**src/verilog/sol_defines.vh**
```
// Constants for the synthesizer output and loop A configuration block.
// Assumes a single clock domain and a plain strobe-based register port.
// Functional notes
// - Drive select 00 gives single-ended CMOS with the complement pin floating, 01 LVDS, 10 LVPECL, 11 HCSL.
// - The output divider register holds four 8-bit fields: fourth 31:24, third 23:16, second 15:8, first 7:0.
// - A divider field n divides by n for n of 4 to 255 and by 256 plus n for n of 0 to 3.
// - In fractional mode the 28-bit fraction is bits 31:10 (upper 22) and bits 9:4 (lower 6).
// - In integer mode the top three fraction bits feed phase interpolation or sigma-delta, picked by a select field.
// - In rational mode bits 9:4 are the low six bits of the modulus instead of fraction bits.
// - Bit 3 powers the charge pump and detector, default 1.
// - Bit 2 powers the oscillator, default 1.
// - Bit 1 powers the feedback divider, default 1.
// - The loop power-down pin forces detector, oscillator and feedback divider off regardless of the bits.
// - Bit 0 at 0 puts serial read data on the shared pin, at 1 the interrupt, which is any masked status bit (unlock, integer floor or zero low bits).
`ifndef SOL_DEFINES_VH
`define SOL_DEFINES_VH

// ==========================================================
// Register port
`define SOL_AW          8
`define SOL_DW          40
`define SOL_OFF_DRIVE   8'h04
`define SOL_OFF_ODIV    8'h05
`define SOL_OFF_LOOPA   8'h06
`define SOL_OFF_MODE    8'h0f
`define SOL_OFF_STAT    8'h10
`define SOL_OFF_MASK    8'h11

// ==========================================================
// Reset values
`define SOL_RST_DRIVE   8'h00
`define SOL_RST_ODIV    32'h0000_0000
`define SOL_RST_LOOPA   40'h00_0000_000e
`define SOL_RST_MODE    4'h0

// ==========================================================
// Field layout
`define SOL_ODIV_W      8
`define SOL_INT_HI      39
`define SOL_INT_LO      32
`define SOL_FRH_HI      31
`define SOL_FRH_LO      10
`define SOL_FRL_HI      9
`define SOL_FRL_LO      4
`define SOL_BIT_PFD     3
`define SOL_BIT_VCO     2
`define SOL_BIT_FBD     1
`define SOL_BIT_PINSEL  0
`define SOL_FRAC_W      28
`define SOL_TOP3_HI     27
`define SOL_TOP3_LO     25

// ==========================================================
// Codes
`define SOL_DRV_CMOS    2'b00
`define SOL_DRV_LVDS    2'b01
`define SOL_DRV_PECL    2'b10
`define SOL_DRV_HCSL    2'b11
`define SOL_MODE_FRAC   2'b00
`define SOL_MODE_INT    2'b01
`define SOL_MODE_RAT    2'b10
`define SOL_SEL_SDM     2'b00
`define SOL_FB_MIN      8'h17
`define SOL_DIV_MIN     8'h04
`define SOL_DIV_WRAP    9'h100

// ==========================================================
// Interrupt status bits
`define SOL_ST_W        3
`define SOL_ST_UNLOCK   0
`define SOL_ST_FBMIN    1
`define SOL_ST_LOWZ     2

`endif

```
**src/verilog/sol_cfg_top.v**
```verilog
// Output and loop A configuration block of the dual-loop synthesizer.
// Assumes one clock; pins for power-down and lock arrive asynchronously,
// serial read data comes from logic on the same clock.
`include "sol_defines.vh"
module sol_cfg_top (
	clk,
	sys_rst,
	reg_addr,
	reg_wdata,
	reg_wr,
	reg_rd,
	reg_rdata,
	loop_a_powerdown_pin,
	lock_detect_pin,
	serial_read_data,
	first_out_drive_select,
	drive_cmos,
	drive_lvds,
	drive_pecl,
	drive_hcsl,
	first_out_p,
	first_out_n,
	first_out_n_oe,
	second_out,
	third_out,
	fourth_out,
	loop_a_fb_integer,
	loop_a_fb_fraction,
	loop_a_denominator,
	interp_bits,
	sdm_bits,
	detector_pump_power_on,
	oscillator_power_on,
	fb_div_power_on,
	readback_or_unlock_pin,
	irq
);
	input  wire                      clk;
	input  wire                      sys_rst;
	input  wire [`SOL_AW-1:0]        reg_addr;
	input  wire [`SOL_DW-1:0]        reg_wdata;
	input  wire                      reg_wr;
	input  wire                      reg_rd;
	output reg  [`SOL_DW-1:0]        reg_rdata;
	input  wire                      loop_a_powerdown_pin;
	input  wire                      lock_detect_pin;
	input  wire                      serial_read_data;
	output wire [1:0]                first_out_drive_select;
	output reg                       drive_cmos;
	output reg                       drive_lvds;
	output reg                       drive_pecl;
	output reg                       drive_hcsl;
	output wire                      first_out_p;
	output wire                      first_out_n;
	output reg                       first_out_n_oe;
	output wire                      second_out;
	output wire                      third_out;
	output wire                      fourth_out;
	output reg  [7:0]                loop_a_fb_integer;
	output reg  [`SOL_FRAC_W-1:0]    loop_a_fb_fraction;
	output reg  [5:0]                loop_a_denominator;
	output reg  [2:0]                interp_bits;
	output reg  [2:0]                sdm_bits;
	output reg                       detector_pump_power_on;
	output reg                       oscillator_power_on;
	output reg                       fb_div_power_on;
	output reg                       readback_or_unlock_pin;
	output wire                      irq;

	// ==========================================================
	// Register state
	reg  [7:0]              drive_q;
	reg  [31:0]             odiv_q;
	reg  [`SOL_DW-1:0]      loopa_q;
	reg  [3:0]              mode_q;
	reg  [`SOL_ST_W-1:0]    status_q;
	reg  [`SOL_ST_W-1:0]    status_d;
	reg  [`SOL_ST_W-1:0]    mask_q;
	reg  [`SOL_ST_W-1:0]    event_d;
	reg                     lock_prev_q;

	wire                    pd_sync;
	wire                    lock_sync;
	wire [1:0]              loop_mode;
	wire [1:0]              interp_sel;
	wire                    wr_drive;
	wire                    wr_odiv;
	wire                    wr_loopa;
	wire                    wr_mode;
	wire                    wr_stat;
	wire                    wr_mask;
	wire [7:0]              new_int;
	wire [5:0]              new_low;

	function hit;
		input [`SOL_AW-1:0] addr;
		input [`SOL_AW-1:0] offset;
		begin
			hit = (addr == offset);
		end
	endfunction

	function [7:0] odiv_field;
		input [31:0] word;
		input [1:0]  idx;
		begin
			odiv_field = word[idx*`SOL_ODIV_W +: `SOL_ODIV_W];
		end
	endfunction

	assign wr_drive  = reg_wr & hit(reg_addr, `SOL_OFF_DRIVE);
	assign wr_odiv   = reg_wr & hit(reg_addr, `SOL_OFF_ODIV);
	assign wr_loopa  = reg_wr & hit(reg_addr, `SOL_OFF_LOOPA);
	assign wr_mode   = reg_wr & hit(reg_addr, `SOL_OFF_MODE);
	assign wr_stat   = reg_wr & hit(reg_addr, `SOL_OFF_STAT);
	assign wr_mask   = reg_wr & hit(reg_addr, `SOL_OFF_MASK);

	assign loop_mode  = mode_q[1:0];
	assign interp_sel = mode_q[3:2];
	assign new_int    = reg_wdata[`SOL_INT_HI:`SOL_INT_LO];
	assign new_low    = reg_wdata[`SOL_FRL_HI:`SOL_FRL_LO];

	// ==========================================================
	// Pin synchronisers
	sol_sync2 #(
		.W(2)
	) u_pin_sync (
		.clk      (clk),
		.sys_rst  (sys_rst),
		.async_in ({loop_a_powerdown_pin, lock_detect_pin}),
		.sync_q   ({pd_sync, lock_sync})
	);

	// ==========================================================
	// Register writes
	always @(posedge clk) begin
		if (sys_rst) begin
			drive_q <= `SOL_RST_DRIVE;
			odiv_q  <= `SOL_RST_ODIV;
			loopa_q <= `SOL_RST_LOOPA;
			mode_q  <= `SOL_RST_MODE;
			mask_q  <= {`SOL_ST_W{1'b0}};
		end else begin
			if (wr_drive)
				drive_q <= reg_wdata[7:0];
			if (wr_odiv)
				odiv_q <= reg_wdata[31:0];
			if (wr_loopa)
				loopa_q <= reg_wdata;
			if (wr_mode)
				mode_q <= reg_wdata[3:0];
			if (wr_mask)
				mask_q <= reg_wdata[`SOL_ST_W-1:0];
		end
	end

	// ==========================================================
	// Events and sticky status
	always @* begin
		event_d = {`SOL_ST_W{1'b0}};
		// Lock lost while the loop is meant to run
		event_d[`SOL_ST_UNLOCK] = lock_prev_q & ~lock_sync & ~pd_sync;
		// Flag an integer part under the floor
		event_d[`SOL_ST_FBMIN] = wr_loopa & (new_int < `SOL_FB_MIN);
		// Flag zero low bits in integer mode
		event_d[`SOL_ST_LOWZ] = (wr_loopa & (loop_mode == `SOL_MODE_INT) & (new_low == 6'h00))
			| (wr_mode & (reg_wdata[1:0] == `SOL_MODE_INT)
			& (loopa_q[`SOL_FRL_HI:`SOL_FRL_LO] == 6'h00));
		status_d = status_q;
		if (wr_stat)
			status_d = status_d & ~reg_wdata[`SOL_ST_W-1:0];
		// Set beats a same-cycle clear
		status_d = status_d | event_d;
	end

	always @(posedge clk) begin
		if (sys_rst) begin
			status_q    <= {`SOL_ST_W{1'b0}};
			lock_prev_q <= 1'b0;
		end else begin
			status_q    <= status_d;
			lock_prev_q <= lock_sync;
		end
	end

	assign irq = |(status_q & mask_q);

	// ==========================================================
	// Read port
	always @(posedge clk) begin
		if (sys_rst) begin
			reg_rdata <= {`SOL_DW{1'b0}};
		end else if (reg_rd) begin
			case (reg_addr)
				`SOL_OFF_DRIVE: reg_rdata <= {32'h0000_0000, drive_q};
				`SOL_OFF_ODIV:  reg_rdata <= {8'h00, odiv_q};
				`SOL_OFF_LOOPA: reg_rdata <= loopa_q;
				`SOL_OFF_MODE:  reg_rdata <= {36'h0_0000_0000, mode_q};
				`SOL_OFF_STAT:  reg_rdata <= {37'h0_0000_0000, status_q};
				`SOL_OFF_MASK:  reg_rdata <= {37'h0_0000_0000, mask_q};
				default:        reg_rdata <= {`SOL_DW{1'b0}};
			endcase
		end else begin
			// Data stand only in the cycle after the strobe
			reg_rdata <= {`SOL_DW{1'b0}};
		end
	end

	// ==========================================================
	// First output drive standard
	assign first_out_drive_select = drive_q[1:0];

	always @(posedge clk) begin
		if (sys_rst) begin
			drive_cmos     <= 1'b1;
			drive_lvds     <= 1'b0;
			drive_pecl     <= 1'b0;
			drive_hcsl     <= 1'b0;
			first_out_n_oe <= 1'b0;
		end else begin
			drive_cmos     <= (drive_q[1:0] == `SOL_DRV_CMOS);
			drive_lvds     <= (drive_q[1:0] == `SOL_DRV_LVDS);
			drive_pecl     <= (drive_q[1:0] == `SOL_DRV_PECL);
			drive_hcsl     <= (drive_q[1:0] == `SOL_DRV_HCSL);
			first_out_n_oe <= (drive_q[1:0] != `SOL_DRV_CMOS);
		end
	end

	// ==========================================================
	// Output dividers
	// One divider per field
	sol_out_div u_div1 (
		.clk     (clk),
		.sys_rst (sys_rst),
		.div_n   (odiv_field(odiv_q, 2'd0)),
		.out_q   (first_out_p),
		.out_n_q (first_out_n)
	);

	sol_out_div u_div2 (
		.clk     (clk),
		.sys_rst (sys_rst),
		.div_n   (odiv_field(odiv_q, 2'd1)),
		.out_q   (second_out),
		.out_n_q ()
	);

	sol_out_div u_div3 (
		.clk     (clk),
		.sys_rst (sys_rst),
		.div_n   (odiv_field(odiv_q, 2'd2)),
		.out_q   (third_out),
		.out_n_q ()
	);

	sol_out_div u_div4 (
		.clk     (clk),
		.sys_rst (sys_rst),
		.div_n   (odiv_field(odiv_q, 2'd3)),
		.out_q   (fourth_out),
		.out_n_q ()
	);

	// ==========================================================
	// Loop A feedback word interpretation
	// Outputs are registered, so a mode change lands one cycle after the write
	always @(posedge clk) begin
		if (sys_rst) begin
			loop_a_fb_integer  <= 8'h00;
			loop_a_fb_fraction <= {`SOL_FRAC_W{1'b0}};
			loop_a_denominator <= 6'h00;
			interp_bits        <= 3'h0;
			sdm_bits           <= 3'h0;
		end else begin
			loop_a_fb_integer <= loopa_q[`SOL_INT_HI:`SOL_INT_LO];
			case (loop_mode)
				`SOL_MODE_FRAC: begin
					loop_a_fb_fraction <= {loopa_q[`SOL_FRH_HI:`SOL_FRH_LO],
						loopa_q[`SOL_FRL_HI:`SOL_FRL_LO]};
					loop_a_denominator <= 6'h00;
					interp_bits        <= 3'h0;
					sdm_bits           <= 3'h0;
				end
				`SOL_MODE_INT: begin
					loop_a_fb_fraction <= {loopa_q[`SOL_FRH_HI:`SOL_FRH_LO], 6'h00};
					loop_a_denominator <= 6'h00;
					// Top three bits routed by select
					if (interp_sel == `SOL_SEL_SDM) begin
						interp_bits <= 3'h0;
						sdm_bits    <= loopa_q[`SOL_FRH_HI:`SOL_FRH_HI-2];
					end else begin
						interp_bits <= loopa_q[`SOL_FRH_HI:`SOL_FRH_HI-2];
						sdm_bits    <= 3'h0;
					end
				end
				`SOL_MODE_RAT: begin
					loop_a_fb_fraction <= {loopa_q[`SOL_FRH_HI:`SOL_FRH_LO], 6'h00};
					loop_a_denominator <= loopa_q[`SOL_FRL_HI:`SOL_FRL_LO];
					interp_bits        <= 3'h0;
					sdm_bits           <= 3'h0;
				end
				default: begin
					loop_a_fb_fraction <= {`SOL_FRAC_W{1'b0}};
					loop_a_denominator <= 6'h00;
					interp_bits        <= 3'h0;
					sdm_bits           <= 3'h0;
				end
			endcase
		end
	end

	// ==========================================================
	// Subsystem power and shared pin
	always @(posedge clk) begin
		if (sys_rst) begin
			detector_pump_power_on <= 1'b0;
			oscillator_power_on    <= 1'b0;
			fb_div_power_on        <= 1'b0;
			readback_or_unlock_pin <= 1'b0;
		end else begin
			detector_pump_power_on <= loopa_q[`SOL_BIT_PFD] & ~pd_sync;
			oscillator_power_on    <= loopa_q[`SOL_BIT_VCO] & ~pd_sync;
			fb_div_power_on        <= loopa_q[`SOL_BIT_FBD] & ~pd_sync;
			if (loopa_q[`SOL_BIT_PINSEL])
				readback_or_unlock_pin <= irq;
			else
				readback_or_unlock_pin <= serial_read_data;
		end
	end

endmodule

```
**src/verilog/sol_out_div.v**
```verilog
// One output divider: square wave at clk divided by the field value, or by 256 plus the field for fields below 4.
// Assumes clk stands in for the oscillator; field may change at any time.
`include "sol_defines.vh"
module sol_out_div #(
	parameter W = `SOL_ODIV_W
) (
	input  wire         clk,
	input  wire         sys_rst,
	input  wire [W-1:0] div_n,
	output reg          out_q,
	output reg          out_n_q
);
	reg  [W:0] cnt_q;
	wire [W:0] ratio;
	wire [W:0] half;

	// ==========================================================
	// Ratio decode
	// Small fields wrap
	assign ratio = (div_n < `SOL_DIV_MIN) ? (`SOL_DIV_WRAP + {1'b0, div_n}) : {1'b0, div_n};
	assign half  = {1'b0, ratio[W:1]};

	// Wrap on shrink too, so a new field never stalls the count
	always @(posedge clk) begin
		if (sys_rst) begin
			cnt_q   <= {(W+1){1'b0}};
			out_q   <= 1'b0;
			out_n_q <= 1'b1;
		end else begin
			if (cnt_q >= ratio - 1'b1)
				cnt_q <= {(W+1){1'b0}};
			else
				cnt_q <= cnt_q + 1'b1;
			out_q   <= (cnt_q < half);
			out_n_q <= ~(cnt_q < half);
		end
	end
endmodule

```
**src/verilog/sol_sync2.v**
```verilog
// Two-stage synchroniser for pin inputs.
// Assumes inputs are asynchronous to clk.
module sol_sync2 #(
	parameter W = 1
) (
	input  wire         clk,
	input  wire         sys_rst,
	input  wire [W-1:0] async_in,
	output reg  [W-1:0] sync_q
);
	reg [W-1:0] meta_q;

	// Only the second stage is visible to logic
	always @(posedge clk) begin
		if (sys_rst) begin
			meta_q <= {W{1'b0}};
			sync_q <= {W{1'b0}};
		end else begin
			meta_q <= async_in;
			sync_q <= meta_q;
		end
	end
endmodule
```
**config.mk**
```make
export PLATFORM = sky130hd
export DESIGN_NAME = sol_cfg_top
export DESIGN_NICKNAME = d
export VERILOG_FILES = /design/src/verilog/sol_cfg_top.v /design/src/verilog/sol_out_div.v /design/src/verilog/sol_sync2.v
export VERILOG_INCLUDE_DIRS = /design/src /design/src/verilog
export SDC_FILE = /design/constraint.sdc
export NUM_CORES = 1
export LEC_CHECK = 0
export ABC_AREA = 1
export BUFFER_PORTS_ARGS = -buffer_cell sky130_fd_sc_hd__buf_2
export CELL_PAD_IN_SITES_DETAIL_PLACEMENT = 1
export CELL_PAD_IN_SITES_GLOBAL_PLACEMENT = 1
export CORE_MARGIN = 5
export CORE_UTILIZATION = 45
export CTS_CLUSTER_DIAMETER = 120
export DETAILED_ROUTE_END_ITERATION = 10
export PLACE_DENSITY = 0.86
export RECOVER_POWER = 50
export SYNTH_ARGS = -nofsm -noshare
export SYNTH_HDL_FRONTEND = slang
export SYNTH_HIERARCHICAL = 1
export SYNTH_SLANG_ARGS = --single-unit
```
**constraint.sdc**
```tcl
create_clock -name clk -period 2.7 [get_ports clk]
set_input_delay 0.54 -clock clk [delete_from_list [all_inputs] [get_ports clk]]
set_output_delay 0.54 -clock clk [all_outputs]
set_load 0.1 [all_outputs]
```
==> Word-level counts from Yosys, hierarchy flattened <==
Index checks and enable logic that the tools add are counted.
W data, S select, Z words.
{ "totals": {"reg_bits": 233, "elab_cells": 122, "output_inout_bits": 105} }
{ "classes": {"order_cmp": 13, "n_addsub": 12, "n_reduce_logical": 16, "muxes": 8, "bitwise_logic": 28, "n_eq_ne": 12} }
{ "op_table": {"columns": ["operator", "n"], "rows": [
  ["$pmux W40 S6", 1],
  ["$pmux W28 S2", 1],
  ["$add A9 B1 Y9 const B", 4],
  ["$add A9 B8 Y9 const A", 4],
  ["$ge A9 B9 Y1", 4],
  ["$lt A9 B8 Y1", 4],
  ["$mux W9", 4],
  ["$sub A9 B1 Y9 const B", 4],
  ["$lt A8 B3 Y1 const B", 4],
  ["$eq A8 B3 Y1 const B", 3],
  ["$and A1 B1 Y1", 16],
  ["$eq A8 B5 Y1 const B", 2],
  ["$reduce_or A2 Y1", 7],
  ["$logic_not A6 Y1", 2],
  ["$reduce_or A3 Y1", 3],
  ["$eq A8 B4 Y1 const B", 1],
  ["$lt A8 B5 Y1 const B", 1],
  ["$not A1 Y1", 7],
  ["$and A3 B3 Y3", 2],
  ["$eq A2 B1 Y1 const B", 3],
  ["$eq A2 B2 Y1 const B", 3],
  ["$logic_not A2 Y1", 3],
  ["$mux W3", 1],
  ["$not A3 Y3", 1],
  ["4 further kinds", 4]
]} }

==> Logic depth before layout (Yosys ltp) <==
Gate-level depths: netlist of the first run.
{ "depth": {"word_depth": 6, "mapped_depth": 13} }

==> By module <==
Netlist of the first run, hierarchy kept.
{ "by_module_without_submodules": {"columns": ["module", "seq_area_each_um2", "cells_per_inst", "n_inst", "area_each_um2"], "rows": [
  ["sol_cfg_top", 3763.6, 811, 1, 6681.4],
  ["sol_out_div at u_div2 ...", 220.2, 148, 3, 1021.0],
  ["sol_out_div at u_div1", 220.2, 145, 1, 1027.2],
  ["sol_sync2", 80.1, 12, 1, 110.1]
]} }

==> Least setup slack after synthesis of the first run <==
No wires, ideal clock.
{ "synth_path": {"path_type": "register to register", "from": "register odiv_q[4]", "to": "register u_div1.cnt_q[0]", "path_stages_with_launch": 11, "required_ns": 2.583, "setup_slack_ns": 0.906, "arrival_ns": 1.676, "cell_sequence": "dfxtp_1 > nor2_4 > and3_4 > nand3_2 > or2_1 > ha_1 > nand2_1 > nor3b_1 > nor2_1 > nand2_2 > nor2_1"} }
{ "synth_via": {"elab_chain_len": 5} }
{ "synth_lines": {"columns": ["element", "line", "text"], "rows": [
  ["start, declared", "sol_cfg_top.v:73", "reg [31:0] odiv_q;"],
  ["start signal, assigned", "sol_cfg_top.v:139", "odiv_q <= `SOL_RST_ODIV;"],
  ["start signal, assigned", "sol_cfg_top.v:147", "odiv_q <= reg_wdata[31:0];"],
  ["$add A9 B8 Y9 (no source line) / $lt A8 B3 Y1 (equally long branches)", null, null],
  ["$mux W9 *", "sol_out_div.v:20", "assign ratio = (div_n < `SOL_DIV_MIN) ? (`SOL_DIV_WRAP + {1'b0, div_n}) : {1'b0, div_n};"],
  ["$sub A9 B1 Y9 *", "sol_out_div.v:30", "if (cnt_q >= ratio - 1'b1)"],
  ["$ge A9 B9 Y1 *", "sol_out_div.v:30", null],
  ["$reduce_or A2 Y1 (no source line) *", null, null],
  ["end signal, assigned", "sol_out_div.v:26", "cnt_q <= {(W+1){1'b0}};"],
  ["end signal, assigned", "sol_out_div.v:31", "cnt_q <= {(W+1){1'b0}};"],
  ["end signal, assigned", "sol_out_div.v:33", "cnt_q <= cnt_q + 1'b1;"],
  ["end, declared", "sol_out_div.v:13", "reg [W:0] cnt_q;"]
]} }
Every way passes the cells marked *; elsewhere a longest branch is shown, timed or not.
A chain may end at the register's enable or synchronous reset.

==> impl_metrics.tcl, run 1 <==
set metrics [dict create \
    status "finished with violations" \
    failed_checks "max-capacitance violations, max-slew violations" \
    dp_hpwl_um 23300 \
    start_kind "primary input" \
    ant_nets 0 \
    fin_skew_ps 18.3 \
    design.core.area_mm2 0.0235 \
    worstMarginPinSlew_ps 1620 \
    avgSynthCellArea_um2 7.68 \
    grt_pass1_vias 10700 \
    period_needed_ps 2280 \
    cp_max_fo 66 \
    grt_usage_pct 24.3 \
    portBuffers 159 \
    wl_per_cell_um 17.5 \
    die_w_um 165 \
    end_kind "flop" \
    cts_resized 0 \
    hp-class "primary input to flop" \
    area_growth_pct 16.9 \
    ctsHoldBuffers 0 \
    max_slew_margin_pct -7.70 \
    antenna_found_initial 2 \
    finalSetupViolCount 0 \
    firstDrtPassIters 4 \
    num_rows 56 \
    final_layout_size_suffix_gt1_share_pct 15.9 \
    whs_ps 234 \
    grt_max_degree 67 \
    reg2reg_depth 10 \
    via_per_inst 5.23 \
    syn_nets 1537 \
    timing.rr.end "u_div4/cnt_q[0]" \
    cap_violations 1 \
    clock.fmax_ghz 0.438 \
    pwr_density_cell_mw_per_mm2 587 \
    r2r_setup_slack_ps 570 \
    crit-reg2reg-launch "odiv_q[26]" \
    grt_setup_unrepaired "no" \
    vias 9900 \
    yosys_warnings 6 \
    clk_pin_slew_worst_paths_ps 60 \
    ir_drop_v 0.000468 \
    drtIter0Drc 520 \
    crit_type "primary input to flop" \
    die_y_um 165 \
    cts_tree "built" \
    post_cts_buffers 0 \
    cts_buffer_depth 3 \
    clk_latency_ps 530 \
    overflow 0 \
    cp_data_arrival_time_ps 2720 \
    cts-root-buf "clkbuf_16" \
    worstPathRequired_ps 3140 \
    drv_slew 67 \
    synthesis.area_mm2 0.0108 \
    hold_path_depth 3 \
    final_hold_viol_count 0 \
    hp-start "lock_detect_pin" \
    routed_wl_um 33100 \
    setup_tns_ps 0 \
    synthCells 1406 \
    p_leak_nw 5.84 \
    drt_drc_violations_left 0 \
    final.period_utilization_pct 84.5 \
    clock-sinks 233 \
    start_util_pct 45.9 \
    gp_congestion 0.873 \
    htreeDepth 1 \
    hold_end "u_pin_sync/meta_q[0]" \
    nets 1689 \
    pin_count 160 \
    grt_first_pass_wirelength_um 53500 \
    cts_buffers 26 \
    dieArea_mm2 0.0272 \
]
## per-stage QoR
stage	cells	instance area (um2)	utilization [%]	setup slack (ps)	total power, mW
after CTS	1893	12700	54.0	569	7.48
after global routing	1894	12600	53.6	306	7.64
final	1894	12600	53.6	418	7.41
after global placement	1849	11900	50.4	748	3.96
after floorplan	1406	10800	-	906	3.82
after detailed placement	1849	11900	50.4	637	3.98
## worst max-delay path by stage
stage	from	to	slack, ps	cells after the start
floorplan	odiv_q[4]	u_div1/cnt_q[0]	910	10
global placement	odiv_q[18]	u_div3/cnt_q[2]	750	11
detailed placement	odiv_q[10]	u_div2/cnt_q[2]	640	11
CTS	odiv_q[26]	u_div4/cnt_q[0]	570	10
global route	reg_addr[7]	loopa_q[21]	310	8
finish	sys_rst	loop_a_fb_fraction[14]	420	5
## cell usage in the layout, fill, tap and decap left out, drive strengths merged
cell and instances:
xnor2 12, a21oi 118, bufinv 2, nand3 98
nor3 50, and2 1, buf 166, nor2 155
clkinv 6, o21ai 60, clkbuf 40, diode 1
nand2 287, or2 7, xor2 28, dfxtp 233
nand3b 5, clkinvlp 3, o211ai 6, ha 76
nand4 16, and3 3, nor3b 4, inv 198
## metal layers
| metal | wire length (um) | vias to the layer above | track usage [%] | share of wire [%] |
|---|---|---|---|---|
| li1 | - | 4782 | - | - |
| met1 | 13800 | 4827 | 28.7 | 42 |
| met2 | 16800 | 210 | 44.2 | 51 |
| met3 | 1300 | 79 | 3.52 | 3.9 |
| met4 | 1220 | 2 | 9.11 | 3.7 |
| met5 | 12 | - | 0 | 0.036 |
## sequential cells by signal (all words and copies together) (netlist names), 2 cells and up
register and flops:
loopa_q 40, reg_rdata 40, odiv_q 32, loop_a_fb_fraction 28
u_div1/cnt_q 9, u_div2/cnt_q 9, u_div3/cnt_q 9, u_div4/cnt_q 9
drive_q 8, loop_a_fb_integer 8, loop_a_denominator 6, mode_q 4
interp_bits 3, mask_q 3, sdm_bits 3, status_q 3
u_pin_sync/meta_q 2, u_pin_sync/sync_q 2
## layout make-up
class	count	area, um2
clock buffers	33	728
well taps	319	399
inverters	198	743
multi-input cells	926	5050
repair buffers	173	915
diodes	1	2.50
flip-flops and latches	233	4660
clock inverters	11	116
fillers	3033	10900
## power by group
group | leakage [nW] | internal (mW) | switching, mW
logic | 3.55 | 0.113 | 0.283
registers | 1.88 | 3.47 | 0.0320
clock network | 0.411 | 2.09 | 1.42
## worst max-delay path, stage by stage
cell and delay (ps):
clkbuf_1 90, clkbuf_2 790, or2_2 770, buf_12 210, nor3_1 200
Power figures use the tool's default switching activity.
==> run 2, diff against run 1 <==
--- a/config.mk
+++ b/config.mk
@@ -6,15 +6,15 @@
 export SDC_FILE = /design/constraint.sdc
 export NUM_CORES = 1
 export LEC_CHECK = 0
-export ABC_AREA = 1
+export ABC_AREA = 0
 export BUFFER_PORTS_ARGS = -buffer_cell sky130_fd_sc_hd__buf_2
 export CELL_PAD_IN_SITES_DETAIL_PLACEMENT = 1
 export CELL_PAD_IN_SITES_GLOBAL_PLACEMENT = 1
 export CORE_MARGIN = 5
-export CORE_UTILIZATION = 45
+export CORE_UTILIZATION = 43
 export CTS_CLUSTER_DIAMETER = 120
 export DETAILED_ROUTE_END_ITERATION = 10
-export PLACE_DENSITY = 0.86
+export PLACE_DENSITY = 0.8
 export RECOVER_POWER = 50
 export SYNTH_ARGS = -nofsm -noshare
 export SYNTH_HDL_FRONTEND = slang
==> constraint.sdc (replaced) <==
create_clock -name clk -period 2.2 [get_ports clk]
set_input_delay 0.44 -clock clk [delete_from_list [all_inputs] [get_ports clk]]
set_output_delay 0.44 -clock clk [all_outputs]
set_load 0.1 [all_outputs]
==> impl_metrics.tcl, run 2 <==
set metrics [dict create \
    cp_data_arrival_time_ps 2640 \
    seqCellArea_mm2 0.00467 \
    antenna_found_initial 1 \
    grt_pass1_vias 9750 \
    design.core.area_mm2 0.0235 \
    grt_max_degree 57 \
    synthCells 1130 \
    clk_latency_ps 540 \
    vias 9233 \
    hp-class "primary input to flop" \
    area_growth_pct 28.2 \
    synthesis.area_mm2 0.0103 \
    num_rows 56 \
    overflow 0 \
    grt_first_pass_wirelength_um 52700 \
    ant_nets 0 \
    die_w_um 164 \
    worstPathRequired_ps 2630 \
    final_core_util_pct 56.0 \
    num-fill-cells 2703 \
    dieArea_mm2 0.0270 \
    drt_drc_violations_left 0 \
    yosys_warnings 6 \
    cts_tree "built" \
    setup_ws_ps -14.5 \
    clock-sinks 233 \
    final_layout_size_suffix_gt1_share_pct 26.0 \
    cts_buffers 26 \
    worstMarginPinSlew_ps 1060 \
    ctsHoldBuffers 0 \
    gp_congestion 0.878 \
    mostFrequentLayoutCells "dfxtp_1 (227), nand2_1 (174), buf_2 (156), nor2_1 (84), a21oi_1 (81)" \
    final_hold_viol_count 0 \
    start_kind "flop" \
    cap_violations 0 \
    whs_ps 123 \
    p_leak_nw 5.73 \
    firstDrtPassIters 5 \
    final.period_utilization_pct 101 \
    cts-root-buf "clkbuf_16" \
    status "finished with violations" \
    pwr_density_cell_mw_per_mm2 717 \
    failed_checks "negative setup slack" \
    grt_usage_pct 24.2 \
    dp_hpwl_um 23100 \
    max_slew_margin_pct 29.5 \
    ir_drop_v 0.000496 \
    drtIter0Drc 547 \
    clock.fmax_ghz 0.452 \
    reg_top3 "loopa_q x40, reg_rdata x40, odiv_q x32" \
    setup_tns_ps -24.0 \
    crit_type "flop to flop" \
    nets 1487 \
    routed_wl_um 35000 \
    cp_max_fo 5 \
    via_per_inst 5.45 \
    avgSynthCellArea_um2 9.08 \
    cts_buffer_depth 3 \
    multi_input_area_mm2 0.00548 \
    clk_pin_slew_worst_paths_ps 60 \
    wl_per_cell_um 20.6 \
    syn_nets 1261 \
    die_y_um 164 \
    pin_count 160 \
    htreeDepth 1 \
    start_util_pct 43.7 \
    finalSetupViolCount 3 \
    drv_slew 0 \
    grt_setup_unrepaired "yes" \
    portBuffers 159 \
    end_kind "flop" \
    period_needed_ps 2210 \
    fin_skew_ps 21.6 \
    mostFrequentLayoutCell "dfxtp_1" \
    antenna_cells 0 \
]
[run 2: report_power, final]
| group | internal (mW) | switching (mW) | leakage [nW] | total (mW) |
|---|---|---|---|---|
| clock | 2.80 | 1.79 | 0.452 | 4.59 |
| combinational | 0.173 | 0.361 | 3.39 | 0.534 |
| sequential | 4.25 | 0.0434 | 1.89 | 4.30 |
| total | 7.23 | 2.20 | 5.73 | 9.42 |
[run 2: layout make-up]
type | instances | area share, %
timing repair buffer | 245 | 11.5
inverter | 44 | 1.26
clock buffer | 36 | 5.85
sequential | 233 | 35.5
multi-input combinational | 806 | 41.7
tap | 319 | 3.03
clock inverter | 11 | 1.11
[run 2: metal layers]
layer / GRT usage (%) / vias up / share of wire (%)
met5: 0 / - / 0
met1: 30.4 / 4587 / 42
met2: 44.0 / 285 / 50
li1: - / 4302 / -
met4: 5.52 / 0 / 2.1
met3: 3.64 / 59 / 5.4
[run 2: stage by stage]
step,instances,total power [mW],setup WS [ps],instance area [um2]
floorplan,1130,4.69,58.0,10300
global placement,1634,4.89,16.7,11900
detailed placement,1634,4.90,-144,11900
CTS,1687,9.47,0.702,12900
global route,1694,9.74,-134,13200
finish,1694,9.42,-14.5,13200
[run 2: final timing paths]
check | slack, ps | to | cells after the start | start
worst min register to register | 450 | u_pin_sync/sync_q[1] | 1 | u_pin_sync/meta_q[1]
worst max register to register | -10 | u_div4/cnt_q[8] | 10 | odiv_q[26]
worst max-delay path | -10 | u_div4/cnt_q[8] | 10 | odiv_q[26]
worst min-delay path | 120 | u_pin_sync/meta_q[1] | 2 | loop_a_powerdown_pin
[run 2: what timing repair did]
item	in CTS	in global routing
gates resized for setup	6	71
cloned	2	1
endpoints found under the setup margin	35	39
buffers inserted	4	6
hold endpoints to repair	0	0
pin swaps	6	28
[run 2: worst max-delay path, cell delays in order (launching register included)]
cell and delay (ps):
dfxtp_2 330, buf_4 150, nor3_2 260, and3_1 230, xnor2_1 150, ha_1 270
a21o_1 160, nand2_1 90, o31ai_4 90, buf_6 150, nor3_2 250
